==> src/design/rtc_cfg_pkg.sv <==
// Package for the real-time clock configuration, alarm and pointer block.
// Assumes one core clock; offsets, field positions and the byte and pointer reset values live here.
package rtc_cfg_pkg;
  // Special function register addresses
  localparam logic [7:0] ADDR_CLOCK_CONFIG = 8'hA1;
  localparam logic [7:0] ADDR_ALARM_ENABLE = 8'hA2;
  localparam logic [7:0] ADDR_POINTER = 8'hA3;
  localparam logic [7:0] ADDR_DATA = 8'hA4;
  localparam logic [7:0] ADDR_KEY = 8'hC1;
  localparam logic [7:0] ADDR_COMP = 8'hF6;
  // Clock configuration field positions
  localparam int ALARM_FLAG_BIT = 6;
  localparam int TIMEBASE_HI = 5;
  localparam int TIMEBASE_LO = 4;
  localparam int ONE_SHOT_BIT = 3;
  localparam int INTERVAL_FLAG_BIT = 2;
  localparam int TIMER_ON_BIT = 1;
  // Pointer fields
  localparam int WRITE_SEL_BIT = 7;
  localparam int PTR_ADDR_HI = 4;
  // Alarm enable width (second, minute, hour, weekday, date)
  localparam int MATCH_FIELDS = 5;
  // Internal register addresses
  localparam logic [4:0] IADDR_SUB_SEC = 5'h01;
  localparam logic [4:0] IADDR_SEC = 5'h02;
  localparam logic [4:0] IADDR_YEAR = 5'h08;
  localparam logic [4:0] IADDR_INTERVAL = 5'h09;
  localparam logic [4:0] IADDR_ALARM_SEC = 5'h0A;
  localparam logic [4:0] IADDR_ALARM_DATE = 5'h0E;
  // Unlock key and reset values
  localparam logic [7:0] UNLOCK_KEY = 8'hEA;
  localparam logic [7:0] RESET_BYTE = 8'h00;
  localparam logic [4:0] RESET_PTR = 5'h00;
  // Timebase encodings
  localparam logic [1:0] TB_TICK = 2'h0;
  localparam logic [1:0] TB_SEC = 2'h1;
  localparam logic [1:0] TB_MIN = 2'h2;
  localparam logic [1:0] TB_HOUR = 2'h3;
  // Prescaler terminal counts (128 ticks a second, 60 of a unit)
  localparam logic [6:0] TICKS_LAST = 7'h7F;
  localparam logic [5:0] SIXTY_LAST = 6'h3B;
endpackage : rtc_cfg_pkg

==> src/design/rtc_config_alarm_pointer.sv <==
// Configuration, interval timer, alarm match and keyed indirect access of the RTC.
// Assumes the core special function register bus on ref_clk, a 128 Hz square wave
// from the crystal domain, and time counters that change only on its rising edge.
//
// Summary of operation
// - Alarm flag, bit 6, set when at least one field is enabled and every enabled one equals its alarm value.
// - Software clears the alarm flag; it stays set until then.
// - Bits 5:4 pick the interval unit: tick, second, minute or hour.
// - Interval flag, bit 2, set when the interval elapses; software clears it.
// - One-shot off: flag after each interval, counting restarts at once.
// - One-shot on: flag after a single interval, no rearm.
// - Timer-on low stops the timer and holds its 8-bit counter in reset.
// - Second-match enable compares second alarm 0x0A with seconds 0x02.
// - Minute-match enable compares minute alarm 0x0B with minutes 0x03.
// - Hour-match enable compares hour alarm 0x0C with hours 0x04.
// - Weekday-match enable compares weekday alarm 0x0D with weekday 0x05.
// - Date-match enable compares date alarm 0x0E with date 0x06.
// - Alarm needs all enabled fields matching; flag set raises interrupt if enabled.
// - Pointer write with bit 7 low copies the addressed register to data.
// - Pointer write with bit 7 high moves data into the addressed register.
// - Indirect write only with key 0xEA written just before.
// - Pointer holds 5-bit address, reset 0; data register is 8 bits, reset 0.
// - Compensation register holds the 8-bit crystal correction, default 0.
// - Compensation register returns to default on every reset.
// - Key register clears to 0 after a timekeeping write.
// - Config and interval value land on the 128 Hz update.
// - Interval flag set when the count equals the interval value.
`timescale 1ns/1ps
module rtc_config_alarm_pointer
  import rtc_cfg_pkg::*;
(
  input wire logic ref_clk,
  input wire logic resetn,
  input wire logic clkEn,
  input wire logic [7:0] sfrAddr,
  input wire logic [7:0] sfrWrData,
  input wire logic sfrWr,
  input wire logic sfrRd,
  output logic [7:0] sfrRdData,
  input wire logic tick128,
  input wire logic [7:0] subSecIn,
  input wire logic [7:0] secIn,
  input wire logic [7:0] minIn,
  input wire logic [7:0] hourIn,
  input wire logic [7:0] weekdayIn,
  input wire logic [7:0] dateIn,
  input wire logic [7:0] monthIn,
  input wire logic [7:0] yearIn,
  output logic timeWrStrobe,
  output logic [4:0] timeWrAddr,
  output logic [7:0] timeWrData,
  input wire logic rtcIrqEnable,
  output logic rtcIrq,
  output logic [7:0] compValue
);

  ////////////////////////////////////////////////////////////////////////////
  // Core-side registers
  logic alarm_match_flag;
  logic interval_elapsed_flag;
  logic [1:0] interval_timebase_sel;
  logic interval_one_shot;
  logic interval_timer_on;
  logic [MATCH_FIELDS-1:0] matchOn;
  logic [4:0] pointerAddr;
  logic indirect_write_sel;
  logic [7:0] indirectData;
  logic [7:0] unlock_key_reg;
  logic keyLive;
  logic [7:0] interval_compare_value;
  logic [7:0] alarmValue [MATCH_FIELDS];
  logic [7:0] snap [8];
  // Active copies seen by the timer and comparators
  logic [1:0] actTimebase;
  logic actOneShot;
  logic actTimerOn;
  logic [MATCH_FIELDS-1:0] actMatchOn;
  logic [7:0] actInterval;
  // Timer state
  logic [6:0] tickCount;
  logic [5:0] secCount;
  logic [5:0] minCount;
  logic [7:0] intervalCount;
  logic oneShotDone;
  logic matchPrev;
  // Synchroniser for the 128 Hz wave
  logic tickS1, tickS2, tickS3, tickLevel;

  ////////////////////////////////////////////////////////////////////////////
  // Bus decode
  wire wrConfig = sfrWr && sfrAddr == ADDR_CLOCK_CONFIG;
  wire wrMatch = sfrWr && sfrAddr == ADDR_ALARM_ENABLE;
  wire wrPointer = sfrWr && sfrAddr == ADDR_POINTER;
  wire wrData = sfrWr && sfrAddr == ADDR_DATA;
  wire wrKey = sfrWr && sfrAddr == ADDR_KEY;
  wire wrComp = sfrWr && sfrAddr == ADDR_COMP;
  wire [4:0] ptrNew = sfrWrData[PTR_ADDR_HI:0];
  wire ptrIsWrite = sfrWrData[WRITE_SEL_BIT];
  // Key must be written with only the data write in between
  wire writeAllowed = keyLive && unlock_key_reg == UNLOCK_KEY;
  wire indWrite = wrPointer && ptrIsWrite && writeAllowed;
  wire indRead = wrPointer && !ptrIsWrite;
  wire newIsInterval = ptrNew == IADDR_INTERVAL;
  wire newIsAlarm = ptrNew >= IADDR_ALARM_SEC && ptrNew <= IADDR_ALARM_DATE;
  wire newIsTime = ptrNew >= IADDR_SUB_SEC && ptrNew <= IADDR_YEAR;
  wire [2:0] newAlarmIdx = 3'(ptrNew - IADDR_ALARM_SEC);
  wire [2:0] newTimeIdx = 3'(ptrNew - IADDR_SUB_SEC);

  // Indirect read source for the freshly written pointer address
  wire [7:0] indReadValue = newIsTime ? snap[newTimeIdx] :
                            newIsInterval ? interval_compare_value :
                            newIsAlarm ? alarmValue[newAlarmIdx] : RESET_BYTE;

  // Read-back mux; reserved and unused bits read as zero
  wire [7:0] configRead = {1'b0, alarm_match_flag, interval_timebase_sel, interval_one_shot,
                           interval_elapsed_flag, interval_timer_on, 1'b0};
  wire [7:0] readMux = sfrAddr == ADDR_CLOCK_CONFIG ? configRead :
                       sfrAddr == ADDR_ALARM_ENABLE ? {3'h0, matchOn} :
                       sfrAddr == ADDR_POINTER ? {indirect_write_sel, 2'h0, pointerAddr} :
                       sfrAddr == ADDR_DATA ? indirectData :
                       sfrAddr == ADDR_KEY ? unlock_key_reg :
                       sfrAddr == ADDR_COMP ? compValue : RESET_BYTE;

  ////////////////////////////////////////////////////////////////////////////
  // 128 Hz tick: three flops, counted once second and third agree
  wire tickAgree = tickS2 == tickS3;
  wire tickEdge = tickAgree && tickS3 && !tickLevel;

  always_ff @(posedge ref_clk) begin
    if (!resetn) begin
      tickS1 <= 1'b0;
      tickS2 <= 1'b0;
      tickS3 <= 1'b0;
      tickLevel <= 1'b0;
    end else if (clkEn) begin
      tickS1 <= tick128;
      tickS2 <= tickS1;
      tickS3 <= tickS2;
      if (tickAgree) begin
        tickLevel <= tickS3;
      end
    end
  end

  // Time snapshot taken once the tick edge is settled, counters are quiet then
  always_ff @(posedge ref_clk) begin
    if (!resetn) begin
      for (int i = 0; i < 8; i++) begin
        snap[i] <= RESET_BYTE;
      end
    end else if (clkEn && tickEdge) begin
      snap[0] <= subSecIn;
      snap[1] <= secIn;
      snap[2] <= minIn;
      snap[3] <= hourIn;
      snap[4] <= weekdayIn;
      snap[5] <= dateIn;
      snap[6] <= monthIn;
      snap[7] <= yearIn;
    end
  end

  ////////////////////////////////////////////////////////////////////////////
  // Configuration and compensation registers
  always_ff @(posedge ref_clk) begin
    if (!resetn) begin
      interval_timebase_sel <= TB_TICK;
      interval_one_shot <= 1'b0;
      interval_timer_on <= 1'b0;
      matchOn <= '0;
      compValue <= RESET_BYTE;
    end else if (clkEn) begin
      if (wrConfig) begin
        interval_timebase_sel <= sfrWrData[TIMEBASE_HI:TIMEBASE_LO];
        interval_one_shot <= sfrWrData[ONE_SHOT_BIT];
        interval_timer_on <= sfrWrData[TIMER_ON_BIT];
      end
      if (wrMatch) begin
        matchOn <= sfrWrData[MATCH_FIELDS-1:0];
      end
      if (wrComp) begin
        compValue <= sfrWrData;
      end
    end
  end

  // Pointer, data, key and indirect targets
  always_ff @(posedge ref_clk) begin
    if (!resetn) begin
      pointerAddr <= RESET_PTR;
      indirect_write_sel <= 1'b0;
      indirectData <= RESET_BYTE;
      unlock_key_reg <= RESET_BYTE;
      keyLive <= 1'b0;
      interval_compare_value <= RESET_BYTE;
      for (int i = 0; i < MATCH_FIELDS; i++) begin
        alarmValue[i] <= RESET_BYTE;
      end
    end else if (clkEn) begin
      if (wrPointer) begin
        pointerAddr <= ptrNew;
        indirect_write_sel <= ptrIsWrite;
      end
      if (indRead) begin
        indirectData <= indReadValue;
      end else if (wrData) begin
        indirectData <= sfrWrData;
      end
      // Any write other than data between key and pointer disarms the key
      if (wrKey) begin
        unlock_key_reg <= sfrWrData;
        keyLive <= 1'b1;
      end else if (wrPointer) begin
        unlock_key_reg <= RESET_BYTE;
        keyLive <= 1'b0;
      end else if (sfrWr && !wrData) begin
        keyLive <= 1'b0;
      end
      if (indWrite && newIsInterval) begin
        interval_compare_value <= indirectData;
      end
      if (indWrite && newIsAlarm) begin
        alarmValue[newAlarmIdx] <= indirectData;
      end
    end
  end

  // Timekeeping writes go out to the counter chain as one pulse
  always_ff @(posedge ref_clk) begin
    if (!resetn) begin
      timeWrStrobe <= 1'b0;
      timeWrAddr <= RESET_PTR;
      timeWrData <= RESET_BYTE;
    end else if (clkEn) begin
      timeWrStrobe <= indWrite && newIsTime;
      if (indWrite && newIsTime) begin
        timeWrAddr <= ptrNew;
        timeWrData <= indirectData;
      end
    end
  end

  ////////////////////////////////////////////////////////////////////////////
  // Active copies refresh on each tick, so a write lands within one tick
  always_ff @(posedge ref_clk) begin
    if (!resetn) begin
      actTimebase <= TB_TICK;
      actOneShot <= 1'b0;
      actTimerOn <= 1'b0;
      actMatchOn <= '0;
      actInterval <= RESET_BYTE;
    end else if (clkEn && tickEdge) begin
      actTimebase <= interval_timebase_sel;
      actOneShot <= interval_one_shot;
      actTimerOn <= interval_timer_on;
      actMatchOn <= matchOn;
      actInterval <= interval_compare_value;
    end
  end

  ////////////////////////////////////////////////////////////////////////////
  // Interval prescaler and counter
  wire secPulse = tickEdge && tickCount == TICKS_LAST;
  wire minPulse = secPulse && secCount == SIXTY_LAST;
  wire hourPulse = minPulse && minCount == SIXTY_LAST;
  wire unitPulse = actTimebase == TB_TICK ? tickEdge :
                   actTimebase == TB_SEC ? secPulse :
                   actTimebase == TB_MIN ? minPulse : hourPulse;
  wire [7:0] next_intervalCount = 8'(intervalCount + 8'h01);
  wire intervalHit = actTimerOn && !oneShotDone && unitPulse &&
                     next_intervalCount == actInterval;

  always_ff @(posedge ref_clk) begin
    if (!resetn || (clkEn && !actTimerOn)) begin
      tickCount <= '0;
      secCount <= '0;
      minCount <= '0;
      intervalCount <= RESET_BYTE;
      oneShotDone <= 1'b0;
    end else if (clkEn) begin
      if (tickEdge) begin
        tickCount <= 7'(tickCount + 7'h01);
      end
      if (secPulse) begin
        secCount <= secCount == SIXTY_LAST ? 6'h00 : 6'(secCount + 6'h01);
      end
      if (minPulse) begin
        minCount <= minCount == SIXTY_LAST ? 6'h00 : 6'(minCount + 6'h01);
      end
      if (intervalHit) begin
        intervalCount <= RESET_BYTE;
        oneShotDone <= actOneShot;
      end else if (unitPulse && !oneShotDone) begin
        intervalCount <= next_intervalCount;
      end
    end
  end

  ////////////////////////////////////////////////////////////////////////////
  // Alarm comparators: snapshot fields 1..5 are second..date
  logic [MATCH_FIELDS-1:0] fieldOk;
  genvar g;
  generate
    for (g = 0; g < MATCH_FIELDS; g++) begin : g_match
      assign fieldOk[g] = !actMatchOn[g] || snap[g+1] == alarmValue[g];
    end
  endgenerate
  // Only a new match fires, so a cleared flag is not re-set at once
  wire allMatch = |actMatchOn && &fieldOk;
  wire alarmHit = allMatch && !matchPrev;

  // Flags: a hardware set wins over a software clear in the same cycle
  wire clearAlarm = wrConfig && !sfrWrData[ALARM_FLAG_BIT];
  wire clearInterval = wrConfig && !sfrWrData[INTERVAL_FLAG_BIT];

  always_ff @(posedge ref_clk) begin
    if (!resetn) begin
      alarm_match_flag <= 1'b0;
      interval_elapsed_flag <= 1'b0;
      matchPrev <= 1'b0;
      rtcIrq <= 1'b0;
      sfrRdData <= RESET_BYTE;
    end else if (clkEn) begin
      matchPrev <= allMatch;
      if (alarmHit) begin
        alarm_match_flag <= 1'b1;
      end else if (clearAlarm) begin
        alarm_match_flag <= 1'b0;
      end
      if (intervalHit) begin
        interval_elapsed_flag <= 1'b1;
      end else if (clearInterval) begin
        interval_elapsed_flag <= 1'b0;
      end
      rtcIrq <= rtcIrqEnable && (alarmHit || intervalHit);
      if (sfrRd) begin
        sfrRdData <= readMux;
      end
    end
  end
endmodule : rtc_config_alarm_pointer

==> config.mk <==
export PLATFORM = sky130hd
export DESIGN_NAME = rtc_config_alarm_pointer
export DESIGN_NICKNAME = d
export VERILOG_FILES = /design/src/design/rtc_cfg_pkg.sv /design/src/design/rtc_config_alarm_pointer.sv
export SDC_FILE = /design/constraint.sdc
export NUM_CORES = 1
export LEC_CHECK = 0
export ABC_AREA = 1
export BUFFER_PORTS_ARGS = -buffer_cell sky130_fd_sc_hd__buf_2
export CORE_MARGIN = 3
export CORE_UTILIZATION = 40
export DETAILED_ROUTE_END_ITERATION = 10
export PLACE_DENSITY_LB_ADDON = 0.25
export SYNTH_ARGS = -nofsm -noshare
export SYNTH_HDL_FRONTEND = slang
export SYNTH_SLANG_ARGS = --single-unit
==> constraint.sdc <==
create_clock -name ref_clk -period 8.8 [get_ports ref_clk]
set_input_delay 0.88 -clock ref_clk [delete_from_list [all_inputs] [get_ports ref_clk]]
set_output_delay 0.88 -clock ref_clk [all_outputs]
set_load 0.05 [all_outputs]
==> Word level (Yosys, flattened, before mapping) <==
Memories as Yosys holds them, arrays and structs flattened.
Index checks and enable logic that the tools add are counted.
{ "word_totals": {"reg_bits": 123, "latch_bits": 0, "ram_bits": 104, "mem_bits_ro": 0, "input_bits": 87, "output_inout_bits": 31, "mem_count": 2} }
{ "mem_list": {"columns": ["memory", "words", "width", "rd", "rd_clocked_by_memory_dff", "wr", "line", "rtl"], "rows": [
  ["snap", 8, 8, 6, 0, 8, "rtc_config_alarm_pointer.sv:72", "logic [7:0] snap [8];"],
  ["alarmValue", 5, 8, 6, 0, 5, "rtc_config_alarm_pointer.sv:71", "logic [7:0] alarmValue [MATCH_FIELDS];"]
]} }
{ "classes": {"add_sub_neg": 6, "multipliers": 0, "div": 0, "n_lt_le_gt_ge": 4, "n_eq_ne": 20, "n_shift": 0, "mux": 46, "bitwise": 8, "reduce_logical": 81} }
{ "op_table": {"columns": ["op", "count"], "rows": [
  ["$mux 8", 24],
  ["$eq 8x8->1 const B", 7],
  ["$eq 8x8->1", 6],
  ["$reduce_and 2->1", 18],
  ["$logic_and 1x1->1", 32],
  ["$mux 1", 19],
  ["$logic_not 1->1", 14],
  ["$add 6x1->6 const B", 2],
  ["$eq 6x6->1 const B", 2],
  ["$mux 6", 2],
  ["$le 5x4->1 const B", 2],
  ["$reduce_bool 2->1", 5],
  ["$add 8x1->8 const B", 1],
  ["$or 1x1->1", 8],
  ["$reduce_or 8->1", 1],
  ["$add 7x1->7 const B", 1],
  ["$eq 7x7->1 const B", 1],
  ["$logic_or 1x1->1", 7],
  ["$eq 5x4->1 const B", 1],
  ["$ge 5x1->1 const B", 1],
  ["$ge 5x4->1 const B", 1],
  ["$reduce_and 5->1", 1],
  ["$reduce_or 5->1", 1],
  ["$mux 3", 1],
  ["other kinds (7)", 7]
]} }

==> Depth between registers and ports, before layout <==
{ "logic_depth": {"word_depth": 13, "mapped_depth": 13, "mapped_depth_nobuf": 13} }

==> Least setup slack after synthesis <==
No wires, ideal clock.
{ "synth_timing": {"kind": "input -> register", "startpoint": "input clkEn", "endpoint": "memory snap[0][0] (enable)", "setup_ps": 454, "arrival_time_ps": 3219, "required_time_ps": 8346, "setup_slack_ps": 5127, "path_stages": 4, "path_buffers": 2, "path_cell_list": "buf_2 nand2_1 nand2_1 clkbuf_1"} }
{ "synth_rtl": {"columns": ["element", "line", "rtl"], "rows": [
  ["start, declared", "rtc_config_alarm_pointer.sv:34", "input wire logic clkEn,"],
  ["end, declared", "rtc_config_alarm_pointer.sv:72", null]
]} }

==> Worst setup path after layout <==
{ "layout_timing": {"startpoint": "input sfrWrData[0]", "endpoint": "register indirectData[1]"} }
{ "layout_between": {"elab_chain_len": 6, "elab_cells_between_ends": 15} }
{ "layout_rtl": {"columns": ["element", "line", "rtl"], "rows": [
  ["start, declared", "rtc_config_alarm_pointer.sv:36", "input wire logic [7:0] sfrWrData,"],
  ["$sub 3x2->3 (tied with other cells)", "rtc_config_alarm_pointer.sv:106", "wire [2:0] newAlarmIdx = 3'(ptrNew - IADDR_ALARM_SEC);"],
  ["$mem_v2 5x8 or $logic_and 1x1->1 (tied branches)", null, null],
  ["$mux 8", "rtc_config_alarm_pointer.sv:112", "newIsAlarm ? alarmValue[newAlarmIdx] : RESET_BYTE;"],
  ["$mux 8", "rtc_config_alarm_pointer.sv:111", "newIsInterval ? interval_compare_value :"],
  ["$mux 8 *", "rtc_config_alarm_pointer.sv:110", "wire [7:0] indReadValue = newIsTime ? snap[newTimeIdx] :"],
  ["$mux 8 *", "rtc_config_alarm_pointer.sv:204", "if (indRead) begin"],
  ["end signal, assigned", "rtc_config_alarm_pointer.sv:205", "indirectData <= indReadValue;"],
  ["end signal, assigned", "rtc_config_alarm_pointer.sv:207", "indirectData <= sfrWrData;"],
  ["end, declared", "rtc_config_alarm_pointer.sv:67", "logic [7:0] indirectData;"]
]} }
Mark *: on every way between the ends. The rest lies on a longest branch, timed or not.
A chain may end at the register's enable or synchronous reset.

==> out/metrics.sh <==
OUTCOME='finished clean'
DRTITER0DRC=1092
CRITICAL_PATH.ENDPOINT='indirectData[1]'
PIN_COUNT=118
CTS_MADE_BUFFERS=28
DRCVIOLATIONCOUNT=0
WORSTPATHMAXFANOUT=73
SYN_AREA_UM2=11900
CTS.SINKS=251
CRITPATHCAPTURETYPE='register'
SETUP_TNS_PS=0
CLOCK_TREE.ROOT_CELL='clkbuf_16'
FINALWORSTPATHREQUIREDPERIOD_PS=3900
REG2REG_TO='snap[4][3]'
NETS=1638
GRT_START_MAX_NET_PINS=94
TIMING.HOLD.WS_PS=441
FINAL_CELL_COUNT_NO_FILL=1943
POST_CTS_RESIZED=0
MIN_PATH_TYPE='reg -> reg'
SETUP.REG_TO_REG.WORST_SLACK_PS=6410
PLACE.DETAILED.INSTANCES=1891
NUMBER_OF_BUFFERS_INSERTED_BY_PORT_BUFFERING=117
POST-DP-HPWL_MM=24.7
GRT_FIRST_PASS_WIRELENGTH_MM=52.5
MAX_SLEW_MARGIN_PCT=18.8
ANTENNA_FOUND_INITIAL=0
POST-ROUTE-PERIOD-UTIL_PCT=44.3
MAX-VDD-IR-DROP_mV=0.137
TOTAL_NUMBER_OF_VIAS=10200
ACHIEVABLE-FREQUENCY_MHz=257
CRITICALPATHCATEGORY='in -> reg'
LARGESTREGISTERS='alarmValue: 64 flops, snap: 64 flops'
CLK-INSERTION-DELAY-LATE_PS=550
REG2REG_DEPTH=8
DETAIL_ROUTE.FIRST_PASS.ITERATIONS=7
REPORT.FINAL.HOLD_VIOL_COUNT=0
SYNTHESIS.NETS=1539
CLOCK_SLEW_AT_THE_REGISTER_CLOCK_PINS_OF_THE_WORST_SETUP_AND_HOLD_PATHS_PS=70
STARTPOINT_TYPE='primary input'
GRT_SETUP_UNREPAIRED='no'
INITIAL_CORE_UTILIZATION_PCT=41.1
POST_ROUTE_CELLS_DRIVE_ABOVE_1_SHARE_PCT=12.5
GRTUSAGETOTAL_PCT=21.2
FINALMAXSLEWVIOLATIONS=0
PROPORTION_OF_SYNTHESIZED_CHIP_AREA_IN_SEQUENTIAL_CELLS_PCT=52.9
CRIT_PATH_START='sfrWrData[0]'
NUMBER_OF_GLOBAL_ROUTE_VIAS_BEFORE_REPAIR=9650
POST_SYNTH.CELL_AREA_AVG_UM2=8.28
WORST-ENDPOINT-ARRIVAL_PS=4340
POST_CTS_BUFFERS=0
CRIT_REQUIRED_PS=9240
MAX_SLEW.WORST_PIN.SLEW_PS=1220
FIN_WORST_SKEW_PS=30.5
FINAL_CORE_UTILIZATION_PCT=47.1
WL_PER_CELL_UM=17.6
CHIPHEIGHT_UM=179
SYNTHCELLS=1438
TOTALWIRELENGTH_MM=34.1
CAP_VIOLATIONS=0
ANTENNA_CELLS=0
CTS_TREE='built'
CTSHOLDBUFFERS=0
YOSYSWARNINGS=0
CLOCK_TREE.BUFFER_DEPTH=3
YOSYSTOPAREACELLSHARE_PCT=32.3
WORST_R2R_STARTPOINT='tickS2'
GRT_REMAINING_OVERFLOW=0
DIEWIDTH_UM=179
FILLER_CELL_COUNT=2868
HTREE_NUM_LEVELS=1
DIE_AREA_UM2=31900
ROW_COUNT=62
POSTSYNTHREGISTERBITS=251
POWERDENSITY_nW_PER_UM2=187
POWER.STATIC_LEAKAGE_nW=5.54
VIAS_PER_CELL=5.23
PLACE_CONGESTION=0.958
SETUP_VIOL=0
CORE_AREA_UM2=29000
COUNT_OF_DIFFERENT_CELL_MASTERS_AFTER_SYNTHESIS=42
SYNTH_AREA_LEADERS='edfxtp_1 32%, dfxtp_1 21%, nor2_1 6.8%, o21ai_0 6.8%, nand2_1 6.4%'
YOSYSTOPAREACELL='edfxtp_1'
ANTENNA_LEFT=0
SYN_TO_FINAL_GROWTH_PCT=14.8
## Yosys cell counts (all sizes together)
cell / instances
clkbuf: 43
o21ai: 163
o221ai: 1
or3: 1
o211ai: 26
nor3: 14
o2111ai: 2
buf: 11
edfxtp: 128
inv: 194
xor2: 1
o31ai: 3
a31oi: 14
a311oi: 1
ha: 14
nor3b: 1
clkinv: 10
nand2: 208
nand3: 67
dfxtp: 123
nand4: 15
or2: 10
and2: 1
a21oi: 111
xnor2: 27
nor2: 220
o22ai: 25
nor4: 2
and3: 2
## cells in the final DEF (no fill, tap or decap), types with 6 or more instances in the layout
cell type and count:
clkinv_2 10, buf_4 6, ha_1 14, nand4_1 15, clkinv_1 13, xnor2_1 27
inv_1 192, nand3_1 65, o211ai_1 26, nor3_1 11, a31oi_1 14, or2_2 10
nand2_1 201, nor2_1 217, clkbuf_16 29, o22ai_1 25, a21oi_1 111, dfxtp_1 123
buf_2 117, edfxtp_1 128, o21ai_0 161
## layer usage
metal,part of all wire [%],wire length [um],GRT usage [%]
met1,43,14500,28.6
met2,47,16200,35.1
met3,6.6,2250,3.09
met4,3.4,1160,6.88
met5,0,0,0
## cell families after synthesis
family / synth area share, %
and+or+nand+nor: 19.6
DFF: 52.9
AOI/OAI and AO/OA: 15.7
buffers and inverters: 8.30
xor gates and xnor gates: 2.06
adders and majority gates: 1.47
## how the worst min path moves through the flow
stage / from / end / cells past startpoint
2_1_floorplan: pointerAddr[1] / pointerAddr[1] / 2
3_3_place_gp: timeWrAddr[4] / timeWrAddr[4] / 2
3_5_place_dp: timeWrAddr[4] / timeWrAddr[4] / 2
4_1_cts: timeWrAddr[4] / timeWrAddr[4] / 2
5_1_grt: timeWrAddr[4] / timeWrAddr[4] / 2
6_report: timeWrAddr[4] / timeWrAddr[4] / 2
## metrics by stage
stage	power, mW	area, um2	worst slack [ps]
after global routing	2.64	13700	4600
after detailed placement	1.47	12800	4430
after floorplan	1.40	11900	5130
final	2.55	13700	4900
after CTS	2.57	13700	5000
after global placement	1.47	12800	4510
## worst max-delay path: stages
cell	delay, ps
buf_2	80
buf_4	600
clkinv_2	550
buf_4	430
ha_1	660
inv_1	340
o21ai_0	170
o22ai_1	100
a21oi_1	150
o31ai_1	100
a31oi_1	170
nor2_1	60
## where the power goes
group	switching [mW]	internal, mW
registers	0.0218	1.25
clock network	0.473	0.629
logic	0.116	0.0584
total	0.612	1.94
## cell type report
type	count	area, um2	share of cell area (%)
Clock buffer	34	744	5.45
Clock inverter	18	118	0.860
Inverter	204	768	5.62
Multi-Input combinational cell	929	4620	33.8
Sequential cell	251	6310	46.1
Tap cell	384	480	3.51
Timing Repair Buffer	123	631	4.61
Note: power is estimated with default switching activity, not from simulation.
